### src/rtl/monitor_regs_pkg.sv
// Package for the monitor configuration and readout register bank.
// Assumes one 10 MHz device clock and an 8-bit register port.
package monitor_regs_pkg;

  // register offsets
  localparam logic [7:0] ADDR_CFG6  = 8'h10;
  localparam logic [7:0] ADDR_CFG7  = 8'h11;
  localparam logic [7:0] ADDR_EXT3  = 8'h1F;
  localparam logic [7:0] ADDR_EXT1  = 8'h76;
  localparam logic [7:0] ADDR_EXT2  = 8'h77;

  // channel order: current, termination, 2.5 V, core, own, 5 V, 12 V
  localparam int NUM_CH = 7;
  localparam int NUM_TH = 4;
  localparam int CONV_W = 10;
  localparam logic [NUM_CH-1:0][7:0] UPPER_ADDR =
    {8'h24, 8'h23, 8'h22, 8'h21, 8'h20, 8'h1E, 8'h1D};
  localparam logic [NUM_CH-1:0][7:0] EXT_ADDR =
    {8'h77, 8'h76, 8'h76, 8'h76, 8'h76, 8'h1F, 8'h1F};
  localparam logic [NUM_TH-1:0][7:0] OVERTEMP_SIGNAL_ADDR =
    {8'h1C, 8'h1B, 8'h1A, 8'h33};

  // reset values
  localparam logic [7:0] CFG6_RST   = 8'h00;
  localparam logic [7:0] CFG7_RST   = 8'h00;
  localparam logic [7:0] OVERTEMP_SIGNAL_RST  = 8'h80;
  localparam logic [9:0] CONV_RST   = 10'h000;

  // writable masks, reserved bits kept at zero
  localparam logic [7:0] CFG6_MASK  = 8'hC7;
  localparam logic [7:0] CFG7_MASK  = 8'h1F;

  // config six fields
  localparam int C6_SLOW_LO   = 0;
  localparam int C6_SLEEP     = 6;
  localparam int C6_STRETCH   = 7;
  // config seven fields
  localparam int C7_HYS_OFF   = 0;
  localparam int C7_FORCE     = 1;
  localparam int C7_PWR_FLAG  = 2;
  localparam int C7_SPINUP    = 3;
  localparam int C7_TMO_OFF   = 4;

  // timing
  localparam int CLK_HZ         = 10_000_000;
  localparam int BUS_TIMEOUT_MS = 35;
  localparam int BUS_TIMEOUT_CYC = BUS_TIMEOUT_MS * (CLK_HZ / 1000);
  localparam int STRETCH_PERMILLE = 392;

endpackage

### src/rtl/monitor_config_readout_regs.sv
// Configuration and readout register bank of the thermal and fan monitor.
// Assumes a bus engine on the same clock giving one-cycle read and write
// strobes, converter results on the same clock, and a lock level from the
// lockable configuration register.
`timescale 1ns/1ps
module monitor_config_readout_regs
  import monitor_regs_pkg::*;
#(
  parameter int TIMEOUT_CYC = BUS_TIMEOUT_CYC
) (
  // clock and reset
  input  wire logic                         sys_clk,
  input  wire logic                         rst_n,
  // register port
  input  wire logic [7:0]                   reg_addr,
  input  wire logic                         reg_wr,
  input  wire logic                         reg_rd,
  input  wire logic [7:0]                   reg_wdata,
  output logic      [7:0]                   reg_rdata,
  input  wire logic                         cfg_lock,
  // converter results
  input  wire logic [NUM_TH-1:0][7:0]       thermal_live,
  input  wire logic [NUM_CH-1:0][CONV_W-1:0] conv_live,
  // fan drive
  input  wire logic [2:0][7:0]              max_duty,
  input  wire logic [2:0][7:0]              auto_duty,
  output logic      [2:0][7:0]              fan_duty,
  // bus timeout
  input  wire logic                         bus_in_txn,
  input  wire logic                         bus_activity,
  output logic                              bus_release,
  // core voltage sleep pin
  input  wire logic                         core_voltage_low_pin,
  output logic                              device_sleep,
  // configuration outputs
  output logic      [2:0]                   smoothing_slow,
  output logic                              smoothing_further_stretch,
  output logic                              overtemp_hysteresis_off,
  output logic                              force_full_fan_speed,
  output logic                              cpu_power_calc_flag,
  output logic                              spinup_style_select,
  output logic                              bus_timeout_off,
  output logic                              core_voltage_sleep_ctrl
);

  localparam int TW = $clog2(TIMEOUT_CYC + 1);
  localparam logic [TW-1:0] TMO_LAST = TW'(TIMEOUT_CYC - 1);

  logic [7:0]                    cfg6;
  logic [7:0]                    cfg7;
  logic [NUM_TH-1:0][7:0]        thermal;
  logic [NUM_CH-1:0][CONV_W-1:0] conv_val;
  logic [NUM_CH-1:0]             conv_frz;
  logic [NUM_CH-1:0]             frz_set;
  logic [NUM_CH-1:0]             frz_rel;
  logic [7:0]                    ext3;
  logic [7:0]                    ext1;
  logic [7:0]                    ext2;
  logic [7:0]                    next_rdata;
  logic [TW-1:0]                 tmo_cnt;
  logic                          sleep_meta;
  logic                          sleep_sync;
  logic                          wr6;
  logic                          wr7;

  assign wr6 = reg_wr && (reg_addr == ADDR_CFG6);
  assign wr7 = reg_wr && (reg_addr == ADDR_CFG7);

  // config six: fully lockable
  always_ff @(posedge sys_clk or negedge rst_n) begin
    if (!rst_n) begin
      cfg6 <= CFG6_RST;
    end else if (wr6 && !cfg_lock) begin
      cfg6 <= reg_wdata & CFG6_MASK;
    end
  end

  // config seven: force bit escapes the lock
  always_ff @(posedge sys_clk or negedge rst_n) begin
    if (!rst_n) begin
      cfg7 <= CFG7_RST;
    end else if (wr7 && !cfg_lock) begin
      cfg7 <= reg_wdata & CFG7_MASK;
    end else if (wr7) begin
      cfg7[C7_FORCE] <= reg_wdata[C7_FORCE];
    end
  end

  // field outputs, each taken straight from stored config bits
  assign smoothing_slow            = cfg6[C6_SLOW_LO +: 3];
  assign smoothing_further_stretch = cfg6[C6_STRETCH];
  assign core_voltage_sleep_ctrl   = cfg6[C6_SLEEP];
  assign overtemp_hysteresis_off   = cfg7[C7_HYS_OFF];
  assign force_full_fan_speed      = cfg7[C7_FORCE];
  assign cpu_power_calc_flag       = cfg7[C7_PWR_FLAG];
  assign spinup_style_select       = cfg7[C7_SPINUP];
  assign bus_timeout_off           = cfg7[C7_TMO_OFF];

  // fan duty override
  always_ff @(posedge sys_clk or negedge rst_n) begin
    if (!rst_n) begin
      fan_duty <= '0;
    end else if (cfg7[C7_FORCE]) begin
      fan_duty <= max_duty;
    end else begin
      fan_duty <= auto_duty;
    end
  end

  // thermal readings follow the engine
  always_ff @(posedge sys_clk or negedge rst_n) begin
    if (!rst_n) begin
      thermal <= {NUM_TH{OVERTEMP_SIGNAL_RST}};
    end else begin
      thermal <= thermal_live;
    end
  end

  // held conversion results
  genvar g;
  generate
    for (g = 0; g < NUM_CH; g++) begin : g_ch
      assign frz_set[g] = reg_rd && (reg_addr == EXT_ADDR[g]);
      assign frz_rel[g] = reg_rd && (reg_addr == UPPER_ADDR[g]);
      reading_freeze_hold #(
        .W   (CONV_W),
        .RST (CONV_RST)
      ) u_hold (
        .sys_clk    (sys_clk),
        .rst_n      (rst_n),
        .live       (conv_live[g]),
        .freeze_set (frz_set[g]),
        .release_rd (frz_rel[g]),
        .value      (conv_val[g]),
        .frozen     (conv_frz[g])
      );
    end
  endgenerate

  // extended resolution images
  assign ext3 = {conv_val[0][1:0], conv_val[1][1:0], 4'h0};
  assign ext1 = {conv_val[5][1:0], conv_val[4][1:0],
                 conv_val[3][1:0], conv_val[2][1:0]};
  assign ext2 = {6'h00, conv_val[6][1:0]};

  // read mux
  always_comb begin
    next_rdata = 8'h00;
    case (reg_addr)
      ADDR_CFG6: next_rdata = cfg6;
      ADDR_CFG7: next_rdata = cfg7;
      ADDR_EXT3: next_rdata = ext3;
      ADDR_EXT1: next_rdata = ext1;
      ADDR_EXT2: next_rdata = ext2;
      default:   next_rdata = 8'h00;
    endcase
    for (int i = 0; i < NUM_TH; i++) begin
      if (reg_addr == OVERTEMP_SIGNAL_ADDR[i]) begin
        next_rdata = thermal[i];
      end
    end
    for (int i = 0; i < NUM_CH; i++) begin
      if (reg_addr == UPPER_ADDR[i]) begin
        next_rdata = conv_val[i][CONV_W-1:2];
      end
    end
  end

  always_ff @(posedge sys_clk or negedge rst_n) begin
    if (!rst_n) begin
      reg_rdata <= 8'h00;
    end else if (reg_rd) begin
      reg_rdata <= next_rdata;
    end
  end

  // bus idle timer inside a transaction
  always_ff @(posedge sys_clk or negedge rst_n) begin
    if (!rst_n) begin
      tmo_cnt <= '0;
    end else if (!bus_in_txn || bus_activity) begin
      tmo_cnt <= '0;
    end else if (tmo_cnt != TMO_LAST + 1'b1) begin
      tmo_cnt <= tmo_cnt + 1'b1;
    end
  end

  always_ff @(posedge sys_clk or negedge rst_n) begin
    if (!rst_n) begin
      bus_release <= 1'b0;
    end else begin
      bus_release <= bus_in_txn && !bus_activity
                     && !cfg7[C7_TMO_OFF]
                     && (tmo_cnt == TMO_LAST);
    end
  end

  // core voltage level, pin synchroniser
  always_ff @(posedge sys_clk or negedge rst_n) begin
    if (!rst_n) begin
      sleep_meta <= 1'b0;
      sleep_sync <= 1'b0;
    end else begin
      sleep_meta <= core_voltage_low_pin;
      sleep_sync <= sleep_meta;
    end
  end

  always_ff @(posedge sys_clk or negedge rst_n) begin
    if (!rst_n) begin
      device_sleep <= 1'b0;
    end else begin
      device_sleep <= cfg6[C6_SLEEP] && sleep_sync;
    end
  end
endmodule

### src/rtl/reading_freeze_hold.sv
// One conversion result held for readout, with read-order freeze.
// Assumes live data and strobes come from the device clock domain.
`timescale 1ns/1ps
module reading_freeze_hold
  import monitor_regs_pkg::*;
#(
  parameter int         W   = CONV_W,
  parameter logic [9:0] RST = CONV_RST
) (
  // clock and reset
  input  wire logic         sys_clk,
  input  wire logic         rst_n,
  // live result and read strobes
  input  wire logic [W-1:0] live,
  input  wire logic         freeze_set,
  input  wire logic         release_rd,
  // held result
  output logic      [W-1:0] value,
  output logic              frozen
);

  // set wins over release in the same cycle
  always_ff @(posedge sys_clk or negedge rst_n) begin
    if (!rst_n) begin
      frozen <= 1'b0;
    end else if (freeze_set) begin
      frozen <= 1'b1;
    end else if (release_rd) begin
      frozen <= 1'b0;
    end
  end

  // no update in the cycle of the extended read either
  always_ff @(posedge sys_clk or negedge rst_n) begin
    if (!rst_n) begin
      value <= RST[W-1:0];
    end else if (!frozen && !freeze_set) begin
      value <= live;
    end
  end

endmodule

### config.mk
export PLATFORM = sky130hd
export DESIGN_NAME = monitor_config_readout_regs
export DESIGN_NICKNAME = d
export VERILOG_FILES = /design/src/rtl/monitor_regs_pkg.sv /design/src/rtl/monitor_config_readout_regs.sv /design/src/rtl/reading_freeze_hold.sv
export SDC_FILE = /design/constraint.sdc
export NUM_CORES = 1
export LEC_CHECK = 0
export ABC_AREA = 1
export BUFFER_PORTS_ARGS = -buffer_cell sky130_fd_sc_hd__buf_2
export CAP_MARGIN = 20
export CORE_ASPECT_RATIO = 1.5
export CORE_MARGIN = 2
export CORE_UTILIZATION = 47
export DETAILED_ROUTE_END_ITERATION = 16
export MAX_ROUTING_LAYER = met4
export PLACE_DENSITY = 0.74
export SLEW_MARGIN = 15
export SYNTH_ARGS = -nofsm -noshare
export SYNTH_HDL_FRONTEND = slang
export SYNTH_SLANG_ARGS = --single-unit
### constraint.sdc
create_clock -name sys_clk -period 1.6 [get_ports sys_clk]
set_input_delay 0.16 -clock sys_clk [delete_from_list [all_inputs] [get_ports sys_clk]]
set_output_delay 0.16 -clock sys_clk [all_outputs]
set_load 0.01 [all_outputs]
======== Word level (Yosys, flattened, before mapping) ========
Index checks and enable logic that the tools add are counted.
W data, S select, Z words.
word-level totals
  flip-flop bits (word level) ............. 174
  bits in latches ......................... 0
  RAM bits ................................ 0
  ROM bits ................................ 0
  input port bits ......................... 174
  output and inout bits ................... 44
  logic and storage cells ................. 129
  memories kept ........................... 0
operators by class
  add/sub/neg operators ................... 1
  $mul .................................... 0
  div/mod/pow operators ................... 0
  $lt $le $gt $ge ......................... 0
  eq/ne operators ......................... 18
  shift-type cells ........................ 0
  muxes and demuxes ....................... 31
  bitwise gates (word level) .............. 0
  reduce and logical (&&, ||, !) cells .... 49
operators by type and width
  cell                     count
  $mux W8                  11
  $eq A8 B5 Y1 const B     8
  $eq A8 B6 Y1 const B     6
  $pmux W8 S5              1
  $mux W19                 2
  $logic_and A1 B1 Y1      25
  $mux W24                 1
  $add A19 B1 Y19 const B  1
  $eq A19 B19 Y1 const B   1
  $ne A19 B19 Y1 const B   1
  $reduce_bool A2 Y1       9
  $eq A8 B7 Y1 const B     2
  $mux W1                  16
  $logic_not A1 Y1         14
  $logic_or A1 B1 Y1       1

======== Longest topological paths before layout ========
  word-level depth ........................ 13
  gate-level depth with buffers ........... 14
  mapped depth without buffers ............ 13

======== Modules after synthesis ========
Synthesis repeated with hierarchy kept, for this count alone.
unflattened totals
  cell total of the unflattened synthesis .. 956
  area, all modules ....................... 7921.3 µm²
modules (own cells, without submodules)
  module                       times used  cells each  area an instance (µm²)  seq. area each (µm²)
  monitor_config_readout_regs  1           627         4820.9                  2432.3
  reading_freeze_hold          7           47          442.9                   275.3

======== Worst setup path before layout ========
OpenSTA, ideal clock, no wires.
  path kind ............................... reg2reg
  from .................................... reg tmo_cnt[0]
  to ...................................... reg tmo_cnt[16]
  library setup time ...................... 0.088 ns
  arrival time ............................ 1.543 ns
  slack ................................... -0.030 ns
  cell stages (with the launch flop) ...... 12
  path buffers ............................ 0
  cells stage by stage .................... dfrtp_1 ha_1 nand2_1 nor2_2 inv_2 nor3_4 nand2_2 nor2_4 nand2_2 nor3_4 a21oi_1 a211oi_2
between the ends
  word-level cells in the longest chain between the ends .. 3
  elaborated cells between the ends (all ways) .. 5
ends and longest elaborated chain
  item                    line                                RTL
  from (decl)             monitor_config_readout_regs.sv:60   logic [TW-1:0] tmo_cnt;
  from (signal assigned)  monitor_config_readout_regs.sv:184  tmo_cnt <= tmo_cnt + 1'b1;
  $add A19 B1 Y19         monitor_config_readout_regs.sv:184
  $mux W19                monitor_config_readout_regs.sv:183  end else if (tmo_cnt != TMO_LAST + 1'b1) begin
  $mux W19                monitor_config_readout_regs.sv:181  end else if (!bus_in_txn || bus_activity) begin
Parallel ways exist; a longest one is shown, timed or not. The select of a mux whose other input is x is not followed.
A chain may end at the register's enable or synchronous reset.

======== Worst setup path in the final report ========
  from .................................... reg tmo_cnt[1]
  to ...................................... reg tmo_cnt[10]
Same word-level chain as after synthesis.

==> summary.md <==
| Metric | Value |
|---|---|
| Fillers | around 1100 |
| Largest net degree at the start of global routing | 47 |
| DRC Markers | 0 |
| Clock Latency Late Sink | 430 ps |
| Leak | a little over 6 nW |
| Crit-path max FO | 3 |
| Synth top area cells | dfrtp_1 55%, nand2_1 9.0%, mux2_2 7.5%, inv_1 4.5%, nand3_1 3.3% |
| RSZ-0062 raised after global routing | yes |
| Worst slew pin tran | between 400 and 500 ps |
| Critical Path Start Type | register |
| Die Ht | 161.7 um |
| Synth async-reset ratio | 1.000 |
| First-pass GRT wire length | 39550 um |
| CP Class | reg2reg |
| Iteration-0 DRC Markers | 529 |
| Peak VDD IR | 0.8108 mV |
| Die X | approximately 110 um |
| Slew HR | 0.7025 |
| Initial Util | 0.4812 |
| DP Area | 9684 um^2 |
| # IOs | 218 |
| Worst-path clk slew | 70 ps |
| PwrDens | ~1000 nW/um^2 |
| Worst Hold Launch | conv_live[58] |
| All-Layer GR Usage | 0.3051 |
| Commonest cells post-synth | 186 x nand2_1, 170 x dfrtp_1, 94 x inv_1 |
| Ys Warns | 0 |
| I/O Buffers | about 220 |
| Root buf cell | clkbuf_16 |
| Ys flop type | dfrtp_1 |
| Worst Hold Class | in2reg |
| Fin crit share | 1.123 |
| Vias in the first global route | 8132 |
| Share of the synthesized area in the top cell type | 0.5461 |
| Most common cell in the netlist | nand2_1 |
| Routed wire length | ~25000 um |
| Setup TNS | -856.6 ps |
| Max Root-Sink Buffers | 2 |
| Final setup violation count | 9 |
| Rows | 57 |
| Gate Count Post-Synth | 816 |
| Post-route cell area | 12000 um^2 |
| Synthesis-to-layout area growth | 54.08% |
| Minimum clock period | about 1800 ps |
| Initial antenna violation count | 0 |
| Clock Sinks | 174 |
| TritonCTS clock tree | done |
| FMAX | 556.4 MHz |
| Fin worst setup slack | -197.1 ps |
| Seq cells post-synth | 174 |
| Post-DR wirelength/cell | 16.77 um |
| EDFF count, synth | 0 |
| Worst setup path startpoint | tmo_cnt[1]$_DFFE_PN0P_ |
| Max-slew violation count | 0 |
| DR vias | 7593 |
| Outcome | finished with violations |
| Via density | 5.093 |
| Critical Path AT | around 2200 ps |
| Fin. Hold Viols | 0 |
| CTS Buf Count | 17 |
| Mapped Avg Cell Area | 9.547 um^2 |
| H-tree depth | 4 |
| Largest area contributor in the netlist | dfrtp_1 |
| DRT antenna net count | 0 |
| Full die area | 17640 um^2 |
| Layout cells sized above 1 | 0.3580 |
| DR pass1 iterations | 8 |
| Grt ovf | 0 |
| Unique masters post-synth | 44 |
| Seq/Total Area, Yosys | 0.5596 |
| Reg-to-reg startpoint | tmo_cnt[1]$_DFFE_PN0P_ |
| Core Region | 16190 um^2 |
| Element type at the critical path end | register |
| Max cap viols | 0 |
| Hpwl dp | 16180 um |
| Clock Skews | 12.87 ps |
| Worst Path Required | 1960 ps |
| Synthesized area | 7790 um^2 |
| Routability cong. | 0.9109 |
| ANT cells | 0 |
| Failing checks | negative setup slack |
| Layout net count | around 1400 |
| Mapped Nets | 992 |
metal layers:
layer / track usage / vias to the layer above / wire (um) / share of wire
li1: - / 3545 / - / -
met1: 0.3315 / 3594 / 8804 / 0.35
met2: 0.5226 / 354 / 13370 / 0.53
met3: 0.05136 / 100 / 1477 / 0.059
met4: 0.1672 / 0 / 1356 / 0.054
met5: - / - / 0 / 0
metrics by stage:
stage,util,power [mW],setup slack (ps),hold WS [ps],cells
6_report,0.7414,12.00,-197.1,8.207,1491
5_1_grt,0.7414,12.52,-315.7,19.81,1491
4_1_cts,0.7385,11.98,-150.3,1.459,1490
3_5_place_dp,0.5982,7.372,-213.5,109.9,1293
3_3_place_gp,0.5982,7.285,-108.7,104.8,1293
2_1_floorplan,-,6.520,-30.32,-135.6,816
placed cells by master, fill, tap and decap left out, drive strengths merged:
| master | count |
|---|---|
| buf | 304 |
| nand2 | 197 |
| dfrtp | 170 |
| dlygate4sd3 | 154 |
| inv | 107 |
| nor2 | 71 |
| nand3 | 57 |
| mux2 | 55 |
| o21ai | 42 |
| a21oi | 36 |
| nand4 | 23 |
| clkbuf | 17 |
| nor3 | 13 |
| clkinv | 7 |
| or2 | 5 |
| dfstp | 4 |
| nor4 | 4 |
| bufinv | 3 |
| a211oi | 2 |
| ha | 2 |
| clkinvlp | 2 |
| or3 | 1 |
| a31o | 1 |
| o41ai | 1 |
| xnor2 | 1 |
| and3 | 1 |
| o211ai | 1 |
| nand3b | 1 |
| a31oi | 1 |
| o31ai | 1 |
| xor2 | 1 |
what timing repair did:
| item | CTS | global route |
|---|---|---|
| hold buffers | 154 | 0 |
| endpoints found under the hold margin | 173 | 0 |
| setup buffers | 11 | 4 |
| endpoints found under the setup margin | 9 | 20 |
| gates resized for setup | 15 | 17 |
| pin swaps | 3 | 13 |
worst max-delay path, cell delays in order, from the launching register on:
cell and delay [ps]:
dfrtp_1 360, ha_2 200, nand2_2 80, nor2_4 110, inv_2 60, nor3_4 140, nand2_2 80, nor2_4 130
buf_4 150, inv_1 90, o21ai_2 170, o31ai_2 90, nor2_1 90
cells by family (layout without fill, tap and decap cells):
group | count (synthesis) | in the layout | synth area share
buffers and inverters | 125 | 594 | 0.06569
DFF | 174 | 174 | 0.5596
muxes | 55 | 55 | 0.07950
xor gates and xnor gates | 2 | 2 | 0.002249
adders and majority gates | 2 | 2 | 0.003212
AOI/OAI and AO/OA | 85 | 85 | 0.05830
and+or+nand+nor | 373 | 373 | 0.2315
area by class of cell:
class                           instances  area [um^2]  area share
Sequential cell                       174         4359      0.3632
Multi-Input combinational cell        517         2989      0.2490
Tap cell                              206        257.7     0.02147
Clock inverter                         15        183.9     0.01532
Clock buffer                           17        425.4     0.03544
Inverter                              104        390.4     0.03252
Timing Repair Buffer                  458         3397      0.2830
worst paths after layout:
path / to / slack, ps / depth (start not counted)
max in group asynchronous: g_ch[4].u_hold.frozen$_DFFE_PN0P_ / 770 / 3
min: g_ch[5].u_hold.value[8]$_DFFE_PN0P_ / 8 / 3
max reg2reg: tmo_cnt[10]$_DFFE_PN0P_ / -200 / 12
min reg2reg: sleep_sync$_DFF_PN0_ / 350 / 0
min in group asynchronous: tmo_cnt[17]$_DFFE_PN0P_ / 220 / 2
max: tmo_cnt[10]$_DFFE_PN0P_ / -200 / 12
sequential cells by signal, summed over array words and instances, names as in the netlist:
name / flops
sleep_meta: 1
tmo_cnt: 19
cfg7: 5
reg_rdata: 8
g_ch.u_hold.value: 70
sleep_sync: 1
device_sleep: 1
thermal: 32
g_ch.u_hold.frozen: 7
cfg6: 5
fan_duty: 24
bus_release: 1
report_power, final:
part	leakage [nW]	internal [mW]	total [mW]	switching, mW
logic	3.70	1.09	2.01	0.919
registers	2.08	5.22	5.66	0.433
clock network	0.296	2.48	4.33	1.85
No activity file was read; power rests on OpenSTA's default activity.
